**src/verilog/ols_pkg.sv**
```systemverilog
package ols_pkg;

  // ----------------------------------------------------------------
  // sizes
  // ----------------------------------------------------------------
  localparam int unsigned DEPTH      = 16;
  localparam int unsigned IDX_W      = 4;
  localparam int unsigned LEN_W      = 5;
  localparam int unsigned SET_W      = 16;
  localparam int unsigned DWELL_W    = 24;
  localparam int unsigned COUNT_W    = 16;

  // ----------------------------------------------------------------
  // reset values and encodings
  // ----------------------------------------------------------------
  localparam logic [COUNT_W-1:0] COUNT_RESET = 16'h0001;
  localparam logic [COUNT_W-1:0] COUNT_INF   = 16'h0000;
  localparam logic               TERM_RETURN = 1'b0;
  localparam logic               TERM_HOLD   = 1'b1;
  localparam logic [IDX_W-1:0]   IDX_FIRST   = 4'h0;

  typedef enum logic [1:0] {
    OLS_FN_VOLT,
    OLS_FN_CURR,
    OLS_FN_POW,
    OLS_FN_RES
  } ols_func_t;

  typedef enum logic {
    OLS_PACE_DWELL,
    OLS_PACE_TRIG
  } ols_pace_t;

  // one programmed list entry
  typedef struct packed {
    logic [SET_W-1:0]   setpoint;
    logic [DWELL_W-1:0] dwell;
    logic               begin_step_trigger_flag;
    logic               end_step_trigger_flag;
  } ols_entry_t;

  // write port into the list storage
  typedef struct packed {
    logic               wr;
    logic [IDX_W-1:0]   idx;
    ols_entry_t         entry;
  } ols_wr_t;

endpackage

```
**src/verilog/ols_sequencer.sv**
```systemverilog
`timescale 1ns/1ns
module ols_sequencer (
  input  wire logic                             mclk,
  input  wire logic                             rst,
  input  wire ols_pkg::ols_wr_t                 list_wr,
  input  wire logic [ols_pkg::LEN_W-1:0]        setpoint_len,
  input  wire logic                             dwell_single,
  input  wire logic [ols_pkg::COUNT_W-1:0]      repeat_count_wdata,
  input  wire logic                             repeat_count_wr,
  input  wire logic                             term_last,
  input  wire ols_pkg::ols_pace_t               pace,
  input  wire logic                             function_transient_mode,
  input  wire logic [ols_pkg::SET_W-1:0]        static_setpoint,
  input  wire logic                             initiate,
  input  wire logic                             abort,
  input  wire logic                             trig_in,
  output logic [ols_pkg::SET_W-1:0]             setpoint_out,
  output logic                                  trig_out,
  output logic                                  list_done,
  output logic                                  running,
  output logic                                  armed,
  output logic [ols_pkg::IDX_W-1:0]             step_idx,
  output logic [ols_pkg::COUNT_W-1:0]           repeat_count
);

  // ----------------------------------------------------------------
  // pin synchroniser and trigger edge
  // ----------------------------------------------------------------
  logic trig_s1_q;
  logic trig_s2_q;
  logic trig_s3_q;
  logic trig_pulse;

  always_ff @(posedge mclk or posedge rst) begin
    if (rst) begin
      trig_s1_q <= 1'b0;
      trig_s2_q <= 1'b0;
      trig_s3_q <= 1'b0;
    end else begin
      trig_s1_q <= trig_in;
      trig_s2_q <= trig_s1_q;
      trig_s3_q <= trig_s2_q;
    end
  end

  assign trig_pulse = trig_s2_q & ~trig_s3_q;

  // ----------------------------------------------------------------
  // list storage
  // ----------------------------------------------------------------
  ols_pkg::ols_entry_t mem_q [ols_pkg::DEPTH];

  // storage clears on reset, nothing survives a power cycle
  generate
    for (genvar g = 0; g < ols_pkg::DEPTH; g++) begin : g_mem
      always_ff @(posedge mclk or posedge rst) begin
        if (rst) begin
          mem_q[g] <= '0;
        end else if (list_wr.wr && list_wr.idx == ols_pkg::IDX_W'(g)) begin
          mem_q[g] <= list_wr.entry;
        end
      end
    end
  endgenerate

  // ----------------------------------------------------------------
  // repeat count register
  // ----------------------------------------------------------------
  always_ff @(posedge mclk or posedge rst) begin
    if (rst) begin
      repeat_count <= ols_pkg::COUNT_RESET;
    end else if (repeat_count_wr) begin
      repeat_count <= repeat_count_wdata;
    end
  end

  // ----------------------------------------------------------------
  // sequencer
  // ----------------------------------------------------------------
  typedef enum logic [1:0] {
    OLS_IDLE,
    OLS_ARMED,
    OLS_DWELL,
    OLS_WAIT
  } ols_state_t;

  ols_state_t                    state_q;
  logic [ols_pkg::DWELL_W-1:0]   dwell_q;
  logic [ols_pkg::COUNT_W-1:0]   pass_q;
  logic [ols_pkg::SET_W-1:0]     saved_q;
  logic [ols_pkg::IDX_W-1:0]     last_idx;
  logic [ols_pkg::IDX_W-1:0]     nxt_idx;
  logic [ols_pkg::DWELL_W-1:0]   cur_dwell;
  ols_pkg::ols_entry_t           cur;
  ols_pkg::ols_entry_t           nxt;
  logic                          dwell_done;
  logic                          advance;
  logic                          last_entry;
  logic                          last_pass;

  function automatic logic [ols_pkg::DWELL_W-1:0] dwell_of(input logic [ols_pkg::IDX_W-1:0] i);
    dwell_of = dwell_single ? mem_q[0].dwell : mem_q[i].dwell;
  endfunction

  assign last_idx   = ols_pkg::IDX_W'(setpoint_len - 1'b1);
  assign cur        = mem_q[step_idx];
  // one wrap decode shared by the fetch, the index update and the dwell load
  assign nxt_idx    = last_entry ? ols_pkg::IDX_FIRST : step_idx + 1'b1;
  assign nxt        = mem_q[nxt_idx];
  assign cur_dwell  = dwell_of(step_idx);
  assign dwell_done = (dwell_q == '0);
  assign last_entry = (step_idx == last_idx);
  assign last_pass  = (repeat_count != ols_pkg::COUNT_INF) && (pass_q >= repeat_count - 1'b1);
  // trigger while dwell runs is simply not seen here
  assign advance    = (state_q == OLS_DWELL && dwell_done && pace == ols_pkg::OLS_PACE_DWELL)
                   || (state_q == OLS_WAIT && trig_pulse);
  assign running    = (state_q == OLS_DWELL) || (state_q == OLS_WAIT);
  assign armed      = (state_q == OLS_ARMED);

  always_ff @(posedge mclk or posedge rst) begin
    if (rst) begin
      state_q  <= OLS_IDLE;
      step_idx <= ols_pkg::IDX_FIRST;
      dwell_q  <= '0;
      pass_q   <= '0;
    end else if (abort || !function_transient_mode) begin
      state_q <= OLS_IDLE;
    end else begin
      case (state_q)
        OLS_IDLE: begin
          if (initiate && setpoint_len != '0) begin
            state_q <= OLS_ARMED;
          end
        end
        OLS_ARMED: begin
          if (trig_pulse) begin
            state_q  <= OLS_DWELL;
            step_idx <= ols_pkg::IDX_FIRST;
            dwell_q  <= dwell_of(ols_pkg::IDX_FIRST);
            pass_q   <= '0;
          end
        end
        OLS_DWELL: begin
          if (!dwell_done) begin
            dwell_q <= dwell_q - 1'b1;
          end else if (pace == ols_pkg::OLS_PACE_TRIG) begin
            state_q <= OLS_WAIT;
          end
        end
        OLS_WAIT: begin
        end
        default: state_q <= OLS_IDLE;
      endcase
      if (advance) begin
        if (last_entry && last_pass) begin
          state_q <= OLS_IDLE;
        end else begin
          state_q  <= OLS_DWELL;
          step_idx <= nxt_idx;
          dwell_q  <= dwell_of(nxt_idx);
          if (last_entry) begin
            pass_q <= pass_q + 1'b1;
          end
        end
      end
    end
  end

  // ----------------------------------------------------------------
  // outputs
  // ----------------------------------------------------------------
  logic start_now;
  logic finish_now;

  assign start_now  = (state_q == OLS_ARMED) && trig_pulse && function_transient_mode && !abort;
  assign finish_now = advance && last_entry && last_pass && function_transient_mode && !abort;

  always_ff @(posedge mclk or posedge rst) begin
    if (rst) begin
      saved_q      <= '0;
      setpoint_out <= '0;
    end else if (start_now) begin
      saved_q      <= static_setpoint;
      setpoint_out <= mem_q[0].setpoint;
    end else if (finish_now) begin
      setpoint_out <= (term_last == ols_pkg::TERM_HOLD) ? cur.setpoint : saved_q;
    end else if (advance && function_transient_mode && !abort) begin
      setpoint_out <= nxt.setpoint;
    end
  end

  always_ff @(posedge mclk or posedge rst) begin
    if (rst) begin
      trig_out  <= 1'b0;
      list_done <= 1'b0;
    end else begin
      // end flag of the leaving entry and begin flag of the arriving one share a pulse
      trig_out <= (start_now && mem_q[0].begin_step_trigger_flag)
               || (advance && function_transient_mode && !abort
                   && (cur.end_step_trigger_flag
                       || (!finish_now && nxt.begin_step_trigger_flag)));
      list_done <= finish_now;
    end
  end

  // ----------------------------------------------------------------
  // checks
  // ----------------------------------------------------------------
  AST_RESET_COUNT: assert property (@(posedge mclk) $fell(rst) |-> repeat_count == ols_pkg::COUNT_RESET)
    else $error("repeat count not one after reset");
  AST_DWELL_ADV: assert property (@(posedge mclk) disable iff (rst)
    state_q == OLS_DWELL && dwell_done && pace == ols_pkg::OLS_PACE_DWELL && !last_entry
    && function_transient_mode && !abort |=> step_idx == $past(step_idx) + 1'b1)
    else $error("dwell paced step did not advance when dwell expired");
  AST_NO_EARLY_TRIG: assert property (@(posedge mclk) disable iff (rst)
    state_q == OLS_DWELL && !dwell_done && pace == ols_pkg::OLS_PACE_TRIG
    |=> $stable(step_idx))
    else $error("trigger paced step moved during dwell");
  AST_TRIG_STEP: assert property (@(posedge mclk) disable iff (rst)
    state_q == OLS_WAIT && trig_pulse && !last_entry && function_transient_mode && !abort
    |=> step_idx == $past(step_idx) + 1'b1)
    else $error("trigger did not advance one entry");
  AST_DONE_IDLE: assert property (@(posedge mclk) disable iff (rst)
    list_done |-> state_q == OLS_IDLE)
    else $error("done while still running");
  AST_MODE_OFF: assert property (@(posedge mclk) disable iff (rst)
    !function_transient_mode |=> !running)
    else $error("sequencing with mode not list");
  AST_ARM_FIRST: assert property (@(posedge mclk) disable iff (rst)
    $rose(running) |-> $past(state_q) == OLS_ARMED)
    else $error("list started without initiate");
  AST_START_IDX: assert property (@(posedge mclk) disable iff (rst)
    start_now |=> step_idx == ols_pkg::IDX_FIRST && setpoint_out == $past(mem_q[0].setpoint))
    else $error("list did not start at entry zero");
  AST_HOLD: assert property (@(posedge mclk) disable iff (rst)
    finish_now && term_last |=> setpoint_out == $past(cur.setpoint))
    else $error("hold last setpoint lost");

endmodule
```
**config.mk**
```make
export PLATFORM = sky130hd
export DESIGN_NAME = ols_sequencer
export DESIGN_NICKNAME = d
export VERILOG_FILES = /design/src/verilog/ols_pkg.sv /design/src/verilog/ols_sequencer.sv
export SDC_FILE = /design/constraint.sdc
export NUM_CORES = 2
export LEC_CHECK = 0
export BUFFER_PORTS_ARGS = -buffer_cell sky130_fd_sc_hd__clkbuf_2
export CORE_ASPECT_RATIO = 1.75
export CORE_UTILIZATION = 57
export CTS_BUF_LIST = sky130_fd_sc_hd__clkbuf_2
export DETAILED_ROUTE_END_ITERATION = 10
export PLACE_DENSITY = 0.76
export RECOVER_POWER = 100
export SKIP_CTS_REPAIR_TIMING = 1
export SLEW_MARGIN = 30
export SYNTH_ARGS = -nofsm -noshare
export SYNTH_HDL_FRONTEND = slang
export SYNTH_SLANG_ARGS = --single-unit
```
**constraint.sdc**
```tcl
create_clock -name mclk -period 41.5 [get_ports mclk]
set_input_delay 2.075 -clock mclk [delete_from_list [all_inputs] [get_ports mclk]]
set_output_delay 2.075 -clock mclk [all_outputs]
set_load 0.02 [all_outputs]
```
==> out/results.ini <==
[yosys]
synth_fa_ha_area_share_pct = 0.863
synth_nets = 3294
synth_top_family_by_area = multiplexers
synth-simple-area-share_pct = 6.76
synth_xor_xnor_area_share_pct = 0.815
synth_area_sq_um = 39100
syn_inst = 3173
ys.flop_type = dfrtp_1
synthMuxAreaShare_pct = 30.2
postSynth.asyncResetShare_pct = 100
synth_edf_count = 0
yosysSeqAreaShare_pct = 49.3
yosysUniqueCellTypes = 85
netlist.area_leader.share_pct = 49.2
ys_warn_count = 0
yosysTopAreaCell = dfrtp_1
synth_compound_area_share_pct = 9.22
synth_area_leaders = dfrtp_1 (49%), mux2_2 (23%), mux4_2 (4.8%)
syn_avg_cell_area_sq_um = 12.3
ys_seq_elements = 771

[detailed_routing]
viasPerCell = 6.74
final_antenna_net_count = 0
drtIter0Drc = 2813
first_pass_iters = 6
drcViolationCount = 0
vias = 29200
route.detailed.wl_per_inst_um = 29.0
wl_mm = 125

[sta]
hold_viol_final = 0
rsz0062_at_grt = no
final_max_slew_viol_count = 1772
fin_worst_skew_ns = 0.105
slew-limit-headroom_pct = -441
finalCritPeriodShare_pct = 45.9
whs_ns = 0.362
worst_pin_slew_ns = 8.12
setup_violations = 0
fin_crit_ns = 19.04
fin_setup_tns_ns = 0
fmax_mhz = 52.5

[power_and_ir_drop]
vdd_drop_max_mv = 0.0278
p_sw_mw = 0.666
total_power_mw = 2.04
swShare_pct = 32.7
p_clk_share_pct = 24.6
seq_power_share_pct = 50.8
p_int_mw = 1.37
p_per_area_nw_per_um2 = 48.4
combPwrFrac_pct = 24.6
power.leakage_nw = 17.7

[final_layout]
multi_input_area_sq_um = 18900
final_util_pct = 62.2
nFillCells = 5333
finalNetCount = 3416
syn_to_final_growth_pct = 7.57
drive_above_1_share_pct = 38.9
seqCellArea_sq_um = 19300
fin_area_sq_um = 42100

[hold_path]
hold_end = trig_s2_q$_DFF_PP0_
worstHoldPathType = flop to flop
min_from = trig_s1_q$_DFF_PP0_
holdPathStages = 0

[run_status]
status = complete, but fails checks
failed_checks = capacitance limit, slew limit

[worst_setup_path]
crit_chain = clkbuf_2, clkinvlp_2, clkbuf_1, clkbuf_1, clkbuf_1, clkbuf_1
rr_startpoint = step_idx[1]$_DFFE_PP0P_
rr_worst_depth = 10
r2r_end = dwell_q[11]$_DFFE_PP0P_
endpoint_kind = async pin
path_common_cell = clkbuf_1
worstSetupPathType = primary input to async pin
reg2reg_setup_slack_ns = 31.63
cpMaxStageDelayCell = clkbuf_1
cp_max_fo = 132
start_kind = primary input
max_stage_delay_ns = 5.00
crit_required_ns = 41.44
cp.arrival_ns = 18.98

[placement]
gp_congestion = 1.02
place.port_buffers = 133
post_dp_cell_area_sq_um = 40700
post-dp-hpwl_mm = 75.1

[cts]
cts_sinks = 771
clockBufferDepth = 3
path_clk_slew_ns = 0.10
h-tree-depth = 4
cts_buffers = 175
clock-root-buffer = clkbuf_2
insertion_delay_ns = 1.43
cts_tree = built

[global_route]
grt_pass1_wl_mm = 188
grt_util_all_layers_pct = 37.0
antenna_found_initial = 7
use_met2_pct = 60.4
grt_max_degree = 193
grt.busiest_layer = met2
grt_use_met1_pct = 41.7
grt_pass1_vias = 30900
met3_usage_pct = 8.15
overflow = 0

[die]
die_area_sq_um = 69800
coreArea_sq_um = 67600
fp.dieH_um = 349
io_pins = 134
start_util_pct = 57.9
rows = 126
die-width_um = 200

[run]
drv_cap = 35

==> metal layers <==
metal  part of all wire (%)  vias up
met2                     49     1555
met5                  0.019        -
met1                     35    14800
met3                    7.6      599
li1                       -    12200
met4                    8.3        4
==> logic make-up after synthesis <==
group,count (synthesis)
flops,771
buf+inv,283
mux,977
xor+xnor,31
simple gates,564
fa+ha+maj,27
compound gates,520
==> metrics by stage <==
| stage | setup WS (ns) | cells |
|---|---|---|
| after global placement | 35.42 | 4011 |
| after CTS | 35.91 | 4316 |
| after floorplan | 17.78 | 3173 |
| after global routing | 19.04 | 4323 |
| after detailed placement | 35.44 | 4012 |
| final | 22.46 | 4324 |
==> how the worst max path moves through the flow <==
| stage | depth (start not counted) | from | endpoint |
|---|---|---|---|
| 6_report | 6 | rst | mem_q[610]$_DFFE_PP0P_ |
| 5_1_grt | 6 | rst | mem_q[181]$_DFFE_PP0P_ |
| 4_1_cts | 13 | repeat_count[3]$_DFFE_PP0P_ | setpoint_out[0]$_DFFE_PP0P_ |
| 3_5_place_dp | 12 | setpoint_len[0] | setpoint_out[0]$_DFFE_PP0P_ |
| 3_3_place_gp | 12 | setpoint_len[0] | setpoint_out[0]$_DFFE_PP0P_ |
| 2_1_floorplan | 1 | rst | dwell_q[0]$_DFFE_PP0P_ |
==> placed cells by master, fill, tap and decap left out, types with 9 or more instances in the layout <==
cell type,count
and3_1,10
o2bb2ai_1,14
a221o_1,11
a211oi_1,37
mux2_2,782
nor2_1,95
mux4_2,84
nand2b_1,9
dfrtp_1,768
inv_1,16
a2111oi_0,14
buf_4,41
o21ai_0,87
clkbuf_2,350
clkinv_1,32
o221ai_1,13
nor3_1,68
nand4_1,23
a31oi_1,11
xnor2_1,16
ha_1,27
clkbuf_1,73
mux2i_1,107
a21oi_1,88
a22oi_1,65
a221oi_1,30
o22ai_1,48
nand3_1,66
nor2_4,9
nor2b_1,11
nor4_1,12
o211ai_1,17
nand2_1,212
==> critical path: cells and delay by family <==
kind	cells	cell delay, ns
buf+inv	6	16.55
==> layout make-up <==
class	count	area share, %
diodes	6	0.0357
well taps	896	2.66
clock inverters	47	0.773
clock buffers	257	3.06
multi-input cells	2119	44.9
inverters	19	0.172
flip-flops and latches	771	45.8
repair buffers	209	2.58
==> cell usage after synthesis (6+ instances only) <==
master	n
mux2_2	786
dfrtp_1	770
nand2_1	213
clkbuf_1	199
mux2i_1	107
nor2_1	106
a21oi_1	90
o21ai_0	87
mux4_2	84
nor3_1	69
a22oi_1	65
nand3_1	65
o22ai_1	48
a211oi_1	39
buf_2	36
a221oi_1	30
buf_1	27
ha_1	27
nand4_1	23
inv_1	17
o211ai_1	17
xnor2_1	17
a2111oi_0	15
o2bb2ai_1	14
o221ai_1	13
nand2b_1	12
nor2b_1	12
nor4_1	12
a221o_1	11
a31oi_1	11
and3_1	11
xor2_1	10
or3_1	9
a22o_1	8
and2_1	7
o21ai_1	6
o31ai_1	6
==> power groups by stage <==
stage / Combinational [mW] / Clock, mW / Sequential (mW)
after global routing: 0.535 / 0.543 / 1.05
after floorplan: 0.364 / 0 / 1.01
after detailed placement: 0.491 / 0 / 1.05
after CTS: 0.494 / 0.511 / 1.03
after global placement: 0.474 / 0 / 1.03
final: 0.501 / 0.501 / 1.03
==> registers in the layout, indices dropped and copies added (netlist names) <==
| signal | cells |
|---|---|
| setpoint_out | 16 |
| trig_out | 1 |
| dwell_q | 24 |
| trig_s1_q | 1 |
| trig_s2_q | 1 |
| saved_q | 16 |
| pass_q | 16 |
| state_q | 2 |
| mem_q | 672 |
| step_idx | 4 |
| repeat_count | 16 |
| trig_s3_q | 1 |
| list_done | 1 |
Note: power is estimated with default switching activity, not from simulation.
